`config.mk`:
```
export PLATFORM = sky130hd
export DESIGN_NAME = ppc_top
export DESIGN_NICKNAME = d
export VERILOG_FILES = /design/src/verilog/ppc_pkg.sv /design/src/verilog/ppc_pin_cell.sv /design/src/verilog/ppc_top.sv
export SDC_FILE = /design/constraint.sdc
export NUM_CORES = 1
export LEC_CHECK = 0
export BUFFER_PORTS_ARGS = -buffer_cell sky130_fd_sc_hd__buf_2
export CORE_UTILIZATION = 43
export DETAILED_ROUTE_END_ITERATION = 10
export GPL_TIMING_DRIVEN = 1
export PLACE_DENSITY_LB_ADDON = 0.1
export SYNTH_ARGS = -nofsm -noshare
export SYNTH_HDL_FRONTEND = slang
export SYNTH_SLANG_ARGS = --single-unit
```
`constraint.sdc`:
```
create_clock -name clk_i -period 2.6 [get_ports clk_i]
set_clock_uncertainty 0.15 [all_clocks]
set_input_delay 0.13 -clock clk_i [delete_from_list [all_inputs] [get_ports clk_i]]
set_output_delay 0.13 -clock clk_i [all_outputs]
set_load 0.05 [all_outputs]
```
`src/verilog/ppc_pkg.sv`:
```
package ppc_pkg;

    // ----------------------------------------------------------------
    // Bus and port geometry
    // ----------------------------------------------------------------
    localparam int ADDR_W    = 8;
    localparam int DATA_W    = 32;
    localparam int PORT_W    = 16;
    localparam int NUM_PORTS = 3;
    localparam int PINS_A    = 16;
    localparam int PINS_B    = 16;
    localparam int PINS_C    = 15;

    // ----------------------------------------------------------------
    // Register offsets (byte addresses)
    // ----------------------------------------------------------------
    localparam logic [ADDR_W-1:0] OFF_CTRL      = 8'h00;
    localparam logic [ADDR_W-1:0] OFF_STATUS    = 8'h04;
    localparam logic [ADDR_W-1:0] OFF_PORT_BASE = 8'h10;
    localparam logic [ADDR_W-1:0] PORT_STRIDE   = 8'h10;
    localparam logic [ADDR_W-1:0] OFF_PORT_END  = 8'h40;

    // Word index inside one port block
    localparam logic [1:0] KIND_IE    = 2'h0;
    localparam logic [1:0] KIND_OE    = 2'h1;
    localparam logic [1:0] KIND_CARD  = 2'h2;
    localparam logic [1:0] KIND_PDSEL = 2'h3;

    // ----------------------------------------------------------------
    // Field positions
    // ----------------------------------------------------------------
    localparam int CTRL_CFG_BIT   = 0;
    localparam int CTRL_RUN_BIT   = 1;
    localparam int STAT_STATE_LSB = 0;
    localparam int STAT_HW_BIT    = 3;

    // ----------------------------------------------------------------
    // Reset values
    // ----------------------------------------------------------------
    localparam logic              RST_CFG  = 1'b0;
    localparam logic              RST_RUN  = 1'b0;
    localparam logic [PORT_W-1:0] RST_PORT = 16'h0000;

    // ----------------------------------------------------------------
    // Types
    // ----------------------------------------------------------------
    typedef enum logic [2:0] {
        ST_HOLD = 3'b001,
        ST_BOOT = 3'b010,
        ST_RUN  = 3'b100
    } ppc_state_e;

    typedef struct packed {
        logic              psel;
        logic              penable;
        logic              pwrite;
        logic [ADDR_W-1:0] paddr;
        logic [DATA_W-1:0] pwdata;
    } ppc_apb_req_s;

    typedef struct packed {
        logic ie;
        logic oe;
        logic card;
        logic pdsel;
    } ppc_pin_ctl_s;

    typedef struct packed {
        logic pull_up;
        logic pull_down;
        logic drive_en;
    } ppc_term_s;

endpackage

```
`src/verilog/ppc_pin_cell.sv`:
```
`timescale 1ns/1ns
module ppc_pin_cell (
    // Phase and global setting
    input  wire ppc_pkg::ppc_state_e   state_i,
    input  wire logic                  cfg_i,
    // Per-pin controls
    input  wire ppc_pkg::ppc_pin_ctl_s ctl_i,
    // Termination request
    output      ppc_pkg::ppc_term_s    term_o
);

    // ----------------------------------------------------------------
    // Termination decode
    // ----------------------------------------------------------------
    wire logic in_hold  = (state_i == ppc_pkg::ST_HOLD);
    wire logic in_boot  = (state_i == ppc_pkg::ST_BOOT);
    wire logic in_run   = (state_i == ppc_pkg::ST_RUN);
    wire logic pu_cfg0  = ~ctl_i.ie & ~ctl_i.oe;
    wire logic pu_cfg1  = ~ctl_i.oe;
    wire logic pu_base  = cfg_i ? pu_cfg1 : pu_cfg0;
    // Pull-down pins give up the pull-up entirely, so both never fight
    wire logic pu_run   = pu_base & ~ctl_i.card & ~ctl_i.pdsel;
    wire logic pd_run   = ctl_i.pdsel & ~ctl_i.oe;

    assign term_o.pull_up   = ~in_hold & (in_boot | (in_run & pu_run));
    assign term_o.pull_down = in_run & pd_run;
    assign term_o.drive_en  = in_run & ctl_i.oe;

endmodule

```
`src/verilog/ppc_top.sv`:
```
`timescale 1ns/1ns
// How it works
// - While the hardware reset pin is low every port pad is three-stated, no drive and no pull.
// - After that pin is released and before code runs, every port pad gets its pull-up.
// - Once code runs, each pad follows its software-set input-enable and output-enable.
// - With global pull configuration 0 a pull-up is on only when input and output enable are off.
// - With global pull configuration 1 a pull-up is on whenever the output enable, card mode and pull-down select of the pin are off.
// - Once code runs, a pin in card interface mode never has its pull-up on.
// - Memory strobe, ready and slave-select pins get a pull-down while their output enable is off.
module ppc_top #(
    parameter int PINS_A = ppc_pkg::PINS_A,
    parameter int PINS_B = ppc_pkg::PINS_B,
    parameter int PINS_C = ppc_pkg::PINS_C,
    parameter int NPINS  = PINS_A + PINS_B + PINS_C
) (
    // Clock and reset
    input  wire logic                        clk_i,
    input  wire logic                        rst_n_i,
    // Hardware reset pin
    input  wire logic                        hardware_reset_n_i,
    // APB slave
    input  wire ppc_pkg::ppc_apb_req_s       apb_req_i,
    output      logic                        pready_o,
    output      logic [ppc_pkg::DATA_W-1:0]  prdata_o,
    output      logic                        pslverr_o,
    // Pad controls
    output      logic [NPINS-1:0]            pull_up_o,
    output      logic [NPINS-1:0]            pull_down_o,
    output      logic [NPINS-1:0]            drive_en_o
);

    // ----------------------------------------------------------------
    // Helpers
    // ----------------------------------------------------------------
    function automatic logic [ppc_pkg::PORT_W-1:0] port_mask(input logic [1:0] idx);
        int n;
        n = (idx == 2'd0) ? PINS_A : (idx == 2'd1) ? PINS_B : PINS_C;
        port_mask = ppc_pkg::PORT_W'((33'd1 << n) - 33'd1);
    endfunction

    // ----------------------------------------------------------------
    // Hardware reset pin synchroniser
    // ----------------------------------------------------------------
    logic hw_s1;
    logic hw_s2;
    logic hw_s3;
    logic hw_q;

    always_ff @(posedge clk_i or negedge rst_n_i) begin
        if (!rst_n_i) begin
            hw_s1 <= 1'b0;
            hw_s2 <= 1'b0;
            hw_s3 <= 1'b0;
            hw_q  <= 1'b0;
        end else begin
            hw_s1 <= hardware_reset_n_i;
            hw_s2 <= hw_s1;
            hw_s3 <= hw_s2;
            if (hw_s2 == hw_s3) begin
                hw_q <= hw_s3;
            end
        end
    end

    // ----------------------------------------------------------------
    // Phase machine
    // ----------------------------------------------------------------
    ppc_pkg::ppc_state_e state;
    ppc_pkg::ppc_state_e next_state;
    logic                run_req;
    logic                cfg;

    always_comb begin
        next_state = state;
        unique case (state)
            ppc_pkg::ST_HOLD: begin
                if (hw_q) begin
                    next_state = ppc_pkg::ST_BOOT;
                end
            end
            ppc_pkg::ST_BOOT: begin
                if (!hw_q) begin
                    next_state = ppc_pkg::ST_HOLD;
                end else if (run_req) begin
                    next_state = ppc_pkg::ST_RUN;
                end
            end
            ppc_pkg::ST_RUN: begin
                if (!hw_q) begin
                    next_state = ppc_pkg::ST_HOLD;
                end
            end
            default: begin
                next_state = ppc_pkg::ST_HOLD;
            end
        endcase
    end

    always_ff @(posedge clk_i or negedge rst_n_i) begin
        if (!rst_n_i) begin
            state <= ppc_pkg::ST_HOLD;
        end else begin
            state <= next_state;
        end
    end

    // ----------------------------------------------------------------
    // APB decode
    // ----------------------------------------------------------------
    wire logic [ppc_pkg::ADDR_W-1:0] addr      = apb_req_i.paddr;
    wire logic                       setup     = apb_req_i.psel & ~apb_req_i.penable;
    wire logic                       access    = apb_req_i.psel & apb_req_i.penable & pready_o;
    wire logic                       is_ctrl   = (addr == ppc_pkg::OFF_CTRL);
    wire logic                       is_status = (addr == ppc_pkg::OFF_STATUS);
    wire logic                       is_port   = (addr >= ppc_pkg::OFF_PORT_BASE)
                                               & (addr < ppc_pkg::OFF_PORT_END)
                                               & (addr[1:0] == 2'b00);
    wire logic [1:0]                 port_idx  = addr[5:4] - 2'd1;
    wire logic [1:0]                 kind      = addr[3:2];
    wire logic                       mapped    = is_ctrl | is_status | is_port;
    // Writes are ignored while the pads are held in hardware reset
    wire logic                       wr_en     = access & apb_req_i.pwrite
                                               & (state != ppc_pkg::ST_HOLD);
    wire logic [ppc_pkg::PORT_W-1:0] wr_word   = apb_req_i.pwdata[ppc_pkg::PORT_W-1:0]
                                               & port_mask(port_idx);

    // ----------------------------------------------------------------
    // Control and per-port registers
    // ----------------------------------------------------------------
    logic [ppc_pkg::PORT_W-1:0] ie_r    [ppc_pkg::NUM_PORTS];
    logic [ppc_pkg::PORT_W-1:0] oe_r    [ppc_pkg::NUM_PORTS];
    logic [ppc_pkg::PORT_W-1:0] card_r  [ppc_pkg::NUM_PORTS];
    logic [ppc_pkg::PORT_W-1:0] pdsel_r [ppc_pkg::NUM_PORTS];

    always_ff @(posedge clk_i or negedge rst_n_i) begin
        if (!rst_n_i) begin
            cfg     <= ppc_pkg::RST_CFG;
            run_req <= ppc_pkg::RST_RUN;
        end else if (state == ppc_pkg::ST_HOLD) begin
            cfg     <= ppc_pkg::RST_CFG;
            run_req <= ppc_pkg::RST_RUN;
        end else if (wr_en && is_ctrl) begin
            cfg     <= apb_req_i.pwdata[ppc_pkg::CTRL_CFG_BIT];
            // Start of code execution cannot be undone short of a pin reset
            run_req <= run_req | apb_req_i.pwdata[ppc_pkg::CTRL_RUN_BIT];
        end
    end

    generate
        for (genvar p = 0; p < ppc_pkg::NUM_PORTS; p++) begin : g_port
            wire logic hit = wr_en & is_port & (port_idx == 2'(p));
            always_ff @(posedge clk_i or negedge rst_n_i) begin
                if (!rst_n_i) begin
                    ie_r[p]    <= ppc_pkg::RST_PORT;
                    oe_r[p]    <= ppc_pkg::RST_PORT;
                    card_r[p]  <= ppc_pkg::RST_PORT;
                    pdsel_r[p] <= ppc_pkg::RST_PORT;
                end else if (state == ppc_pkg::ST_HOLD) begin
                    ie_r[p]    <= ppc_pkg::RST_PORT;
                    oe_r[p]    <= ppc_pkg::RST_PORT;
                    card_r[p]  <= ppc_pkg::RST_PORT;
                    pdsel_r[p] <= ppc_pkg::RST_PORT;
                end else if (hit) begin
                    ie_r[p]    <= (kind == ppc_pkg::KIND_IE)    ? wr_word : ie_r[p];
                    oe_r[p]    <= (kind == ppc_pkg::KIND_OE)    ? wr_word : oe_r[p];
                    card_r[p]  <= (kind == ppc_pkg::KIND_CARD)  ? wr_word : card_r[p];
                    pdsel_r[p] <= (kind == ppc_pkg::KIND_PDSEL) ? wr_word : pdsel_r[p];
                end
            end
        end
    endgenerate

    // ----------------------------------------------------------------
    // Read path, answered in the first access cycle
    // ----------------------------------------------------------------
    wire logic [ppc_pkg::PORT_W-1:0] port_word =
        (kind == ppc_pkg::KIND_IE)   ? ie_r[port_idx]   :
        (kind == ppc_pkg::KIND_OE)   ? oe_r[port_idx]   :
        (kind == ppc_pkg::KIND_CARD) ? card_r[port_idx] : pdsel_r[port_idx];
    wire logic [ppc_pkg::DATA_W-1:0] ctrl_word   =
        ppc_pkg::DATA_W'({run_req, cfg});
    wire logic [ppc_pkg::DATA_W-1:0] status_word =
        ppc_pkg::DATA_W'({hw_q, state});
    wire logic [ppc_pkg::DATA_W-1:0] rd_word     =
        is_ctrl   ? ctrl_word   :
        is_status ? status_word :
        is_port   ? ppc_pkg::DATA_W'(port_word) : '0;

    always_ff @(posedge clk_i or negedge rst_n_i) begin
        if (!rst_n_i) begin
            pready_o  <= 1'b0;
            prdata_o  <= '0;
            pslverr_o <= 1'b0;
        end else begin
            pready_o  <= setup;
            prdata_o  <= (setup && !apb_req_i.pwrite) ? rd_word : '0;
            pslverr_o <= setup & ~mapped;
        end
    end

    // ----------------------------------------------------------------
    // Per-pin termination
    // ----------------------------------------------------------------
    wire logic [NPINS-1:0] ie_f    = {ie_r[2][PINS_C-1:0], ie_r[1][PINS_B-1:0],
                                      ie_r[0][PINS_A-1:0]};
    wire logic [NPINS-1:0] oe_f    = {oe_r[2][PINS_C-1:0], oe_r[1][PINS_B-1:0],
                                      oe_r[0][PINS_A-1:0]};
    wire logic [NPINS-1:0] card_f  = {card_r[2][PINS_C-1:0], card_r[1][PINS_B-1:0],
                                      card_r[0][PINS_A-1:0]};
    wire logic [NPINS-1:0] pdsel_f = {pdsel_r[2][PINS_C-1:0], pdsel_r[1][PINS_B-1:0],
                                      pdsel_r[0][PINS_A-1:0]};
    logic [NPINS-1:0] next_pu;
    logic [NPINS-1:0] next_pd;
    logic [NPINS-1:0] next_drv;

    generate
        for (genvar i = 0; i < NPINS; i++) begin : g_pin
            ppc_pkg::ppc_term_s    term;
            ppc_pkg::ppc_pin_ctl_s ctl;
            assign ctl = '{ie: ie_f[i], oe: oe_f[i], card: card_f[i], pdsel: pdsel_f[i]};
            ppc_pin_cell u_cell (
                .state_i (state),
                .cfg_i   (cfg),
                .ctl_i   (ctl),
                .term_o  (term)
            );
            assign next_pu[i]  = term.pull_up;
            assign next_pd[i]  = term.pull_down;
            assign next_drv[i] = term.drive_en;
        end
    endgenerate

    // Outputs lag the phase by one cycle so every pad line is a clean flop
    always_ff @(posedge clk_i or negedge rst_n_i) begin
        if (!rst_n_i) begin
            pull_up_o   <= '0;
            pull_down_o <= '0;
            drive_en_o  <= '0;
        end else begin
            pull_up_o   <= next_pu;
            pull_down_o <= next_pd;
            drive_en_o  <= next_drv;
        end
    end

    wire logic in_run = (state == ppc_pkg::ST_RUN);
endmodule

```
; After elaboration in Yosys (flattened, before gate mapping)
; Index checks and enable logic that the tools add are counted.
[word_totals]
wordCells = 809
in_bits = 46
mem_count = 0
latch_bits = 0
ramBits = 0
out_inout_bits = 175
reg_bits = 360
rom_bits = 0
[classes]
n_shift = 1
n_eq_ne = 14
n_reduce_logical = 28
mux = 105
magnitude_cmp = 3
multipliers = 0
div_mod_pow = 0
n_addsub = 2
bitwise_logic = 631
[op_table]
columns = operator, n
row1 = $mux W16, 43
row2 = $and A1 B1 Y1, 388
row3 = $not A1 Y1, 191
row4 = $bmux W16 S2, 4
row5 = $mux W1, 51
row6 = $or A1 B1 Y1, 50
row7 = $reduce_and A2 Y1, 12
row8 = $and A16 B16 Y16, 1
row9 = $reduce_bool A2 Y1, 8
row10 = $shl A1 B5 Y16 const A, 1
row11 = $sub A16 B1 Y16 const B, 1
row12 = $mux W3, 4
row13 = $mux W5, 2
row14 = $pmux W3 S3, 1
row15 = $eq A8 B3 Y1 const B, 1
row16 = $ge A8 B5 Y1 const B, 1
row17 = $logic_not A8 Y1, 1
row18 = $lt A8 B7 Y1 const B, 1
row19 = $eq A2 B2 Y1 const B, 3
row20 = $logic_not A2 Y1, 3
row21 = $eq A2 B1 Y1 const B, 2
row22 = $ne A2 B2 Y1 const B, 2
row23 = $eq A3 B1 Y1 const B, 1
row24 = $eq A3 B2 Y1 const B, 1
row25 = other kinds (10), 11

; Logic depth before layout (Yosys ltp)
[depth]
ltp_word = 12
depth_mapped = 11
mapped_depth_nobuf = 7

; Cells and area by module
; A second synthesis with hierarchy kept.
[hier_totals]
hier_cells = 1423
area_unflattened_um2 = 17091.4
[modules_own_cells]
columns = mod, instances, cells_per_inst, seq_area_each_um2, area_each_um2
row1 = ppc_top, 1, 1094, 9009.9, 14268.7
row2 = ppc_pin_cell, 47, 7, 0.0, 60.1

; Worst setup path before layout
; OpenSTA, ideal clock, no wires.
[synth_timing]
path_kind = input-to-reg
from = input apb_req_i[36] (netlist bit)
to = register prdata_o[11] (netlist bit)
setup_slack_ps = 19
path_stages = 10
t_arrival_ps = 2301
setup_ps = 130
t_required_ps = 2320
cell_sequence = clkbuf_1 -> inv_1 -> clkbuf_1 -> ha_1 -> buf_2 -> buf_1 -> clkbuf_1 -> o21ai_0 -> a221oi_1 -> nor4_2
[synth_via]
elab_chain_len = 12
[synth_rtl]
columns = element, line_no
row1 = start: declaration, ppc_top.sv:22  ; input wire ppc_pkg::ppc_apb_req_s apb_req_i,
row2 = $sub A2 B1 Y2, ppc_top.sv:118  ; wire logic [1:0] port_idx = addr[5:4] - 2'd1;
row3 = $not A2 Y3 (implied by the code), "ppc_top.sv:177, ppc_top.sv:178, ppc_top.sv:179"
row4 = $bmux W16 S2, ppc_top.sv:179  ; (kind == ppc_pkg::KIND_CARD) ? card_r[port_idx] : pdsel_r[port_idx];
row5 = $mux W16 (implied by the code) (2 in a row), ppc_top.sv:179
row6 = $mux W16, ppc_top.sv:179
row7 = $mux W16, ppc_top.sv:178  ; (kind == ppc_pkg::KIND_OE) ? oe_r[port_idx] :
row8 = $mux W16, ppc_top.sv:177  ; (kind == ppc_pkg::KIND_IE) ? ie_r[port_idx] :
row9 = $mux W16, ppc_top.sv:187  ; is_port ? ppc_pkg::DATA_W'(port_word) : '0;
row10 = $mux W16, ppc_top.sv:186  ; is_status ? status_word :
row11 = $mux W16 *, ppc_top.sv:185  ; is_ctrl ? ctrl_word :
row12 = $mux W16 *, ppc_top.sv:196  ; prdata_o <= (setup && !apb_req_i.pwrite) ? rd_word : '0;
row13 = end signal: assignment, ppc_top.sv:196
row14 = end: declaration, ppc_top.sv:24  ; output logic [ppc_pkg::DATA_W-1:0] prdata_o,
; Mark *: on every way between the ends. The rest lies on a longest branch, timed or not. The select of a mux whose other input is x is not followed.
; A chain may end at the register's enable or synchronous reset.

; Worst setup path in the final report
[layout_timing]
from = input apb_req_i[42] (netlist bit)
to = register prdata_o[12] (netlist bit)
[layout_via]
elab_chain_len = 3
[layout_rtl]
columns = element, line_no
row1 = $and A1 B1 Y1, ppc_top.sv:111  ; wire logic setup = apb_req_i.psel & ~apb_req_i.penable;
row2 = $logic_and A1 B1 Y1, ppc_top.sv:196
row3 = $mux W16, ppc_top.sv:196
; Every way passes these cells.

==> impl_metrics.ini <==
[status]
status = complete, but fails checks
violations = design-rule violations

[cells_and_area]
fin_area_mm2 = 0.01911
area_growth_pct = 21.25
antenna_cells = 0
layout_commonest_cell = dfrtp_1
drive_above_1_share = 0.2103
n_fill_cell = 3189
nets = 1778
final_cell_mix = 359 x dfrtp_1, 277 x nand2_1, 187 x buf_2

[power_and_ir_drop]
peakVddDrop_v = 0.0003932
cellLeakagePower_uw = 0.008841
powerDensity_mw_per_mm2 = 717.3

[floorplan]
start_util = 0.4398
die_area_mm2 = 0.03742
die_h_um = 193.4
die_x_um = 193.4
io_pins = 221
placement_rows = 69
coreArea_mm2 = 0.03583

[sta]
worst_slew_pin_slew_ps = 743.9
slew_viol_final = 0
finalSetupViolCount = 0
fmax_mhz = 432.1
rsz0062_at_grt = false
setup_tns_ps = 0
final_hold_viol_count = 0
period_share = 0.8901
period_needed_ps = 2314
slew_headroom = 0.5041

[drt]
vias = 12200
drtIter0Drc = 1131
viasPerCell = 5.495
wl_per_cell_um = 21.31
drc = 14
drt_first_pass_iters = 8
ant_nets = 0
finalWirelength_um = 47310

[worst_setup_path]
required_ps = 2840
end_kind = flip-flop
criticalPathCategory = input pin to flip-flop
cp_max_fo = 12
startpoint_type = input pin
worstPathArrival_ps = 2550

[grt]
grt.total_usage = 0.2552
grt_pass1_wl_um = 73570
grt_overflow_total = 0
grt_pass1_vias = 12025
antenna_found_initial = 1
grt_max_degree = 91

[synth]
synthTopCellsByArea = dfrtp_1 57%, nand2_1 6.6%, a21oi_1 4.6%, o21ai_0 3.0%, a22o_1 2.5%
ys_types = 52
async_reset_ff_frac = 1.000
synthFlopType = dfrtp_1
synth_top_area_cell = dfrtp_1
post-synth-top-area-fraction = 0.5701
synth_top_family_by_area = simple AND/OR/NAND/NOR gates
synth_edf_count = 0
synthXorXnorAreaFrac = 0.0005558
synth-compound-area-share = 0.1513
syn_area_mm2 = 0.01576
syn_avg_cell_area_um2 = 10.19
synthAdderAreaFrac = 0.004605
synth-seq-cells = 360
yosys.area_share.simple = 0.1655
yosys_warnings = 0
seq_area_frac_synth = 0.5717
syn-instance-count = 1546
synthMuxAreaShare = 0.04661

[clock_network]
path_clk_slew_ps = 60
ctsResizeCount = 0
post_cts_buffers = 0
ctsHoldBuffers = 27
numCtsBuffers = 40
htree_levels = 2
clk_latency_ps = 550
cts-root-buf = clkbuf_16
clock_path_buffers = 3
clock_sinks = 360
cts_tree = yes

[place]
io_buffers = 188
placed_area_mm2 = 0.01738
dp_hpwl_um = 31530
place_congestion = 0.8659

[flow_run]
drv_cap = 0

[min_path]
hold_class = input pin to asynchronous set/reset pin
## logic make-up after synthesis
| family | after synthesis |
|---|---|
| flops | 360 |
| simple gates | 535 |
| compound gates | 387 |
| other cells | 1 |
| buf+inv | 204 |
| mux | 52 |
| fa+ha+maj | 6 |
| xor+xnor | 1 |
## routing by layer
layer	track usage	up-vias	wire, µm
li1	-	5655	-
met1	0.3867	6026	22490
met2	0.3772	465	20490
met3	0.05091	52	3585
met4	0.05541	2	726
met5	0	-	13
## registers in the layout (all words and copies together), names as in the netlist, 3 cells and up
name	count
pull_up_o	47
state	3
prdata_o	16
drive_en_o	47
card_f	47
pull_down_o	47
g_pin.ctl	141
## worst max-delay path, cell delays in order
cell	delay [ps]
dlygate4sd3_1	530
buf_2	110
nand2b_1	50
dlygate4sd3_1	590
or3_4	390
or2_4	320
nor3_1	420
## worst paths after layout
kind                          startpoint           end  slack [ps]  cells after the start
min reg2reg                        hw_s1         hw_s2         220                      0
max in group asynchronous        rst_n_i    card_f[21]        1490                      3
max reg2reg                     pready_o    card_f[40]         540                      7
min                              rst_n_i         hw_s1          30                      2
max                        apb_req_i[42]  prdata_o[12]         290                      7
min in group clk_i         apb_req_i[41]           cfg          70                      5
## layout make-up
| class | instances | area, µm² | area share |
|---|---|---|---|
| Sequential cell | 360 | 9010 | 0.4715 |
| Multi-Input combinational cell | 997 | 5886 | 0.3080 |
| Timing Repair Buffer | 276 | 1979 | 0.1036 |
| Clock buffer | 54 | 1165 | 0.06096 |
| Tap cell | 461 | 576.8 | 0.03019 |
| Clock inverter | 20 | 296.5 | 0.01552 |
| Inverter | 52 | 195.2 | 0.01021 |
## power by group
| group | total [µW] | switching [µW] | internal, µW |
|---|---|---|---|
| Clock | 6190 | 2330 | 3860 |
| Sequential | 5770 | 47.2 | 5720 |
| Combinational | 1750 | 1380 | 365 |
## stage by stage
stage	utilization	hold slack [ps]	setup slack [ps]	total power, µW	std cells
2_1_floorplan	-	-315.6	18.84	6961	1561
3_3_place_gp	0.4850	42.16	132.9	7580	2119
3_5_place_dp	0.4850	47.01	147.3	7592	2119
4_1_cts	0.5333	53.34	301.8	13840	2220
5_1_grt	0.5333	69.69	202.9	14170	2220
6_report	0.5333	31.05	285.7	13710	2220
## cells in the mapped netlist, types with 7 or more instances
master,number
dfrtp_1,359
o21ai_1,7
mux2_2,11
nand2b_1,8
and3_1,11
o21ai_0,95
nor3b_1,48
nand3_1,39
buf_2,38
mux2i_1,25
nand2_1,277
a21oi_1,144
a22o_1,45
and2_1,50
nor3_1,7
buf_4,28
o31ai_1,47
clkbuf_1,74
inv_1,52
o221ai_1,9
nor2b_1,8
a221oi_1,20
nor2_1,60
buf_1,9
mux4_2,16
Note: power is estimated with default switching activity, not from simulation.
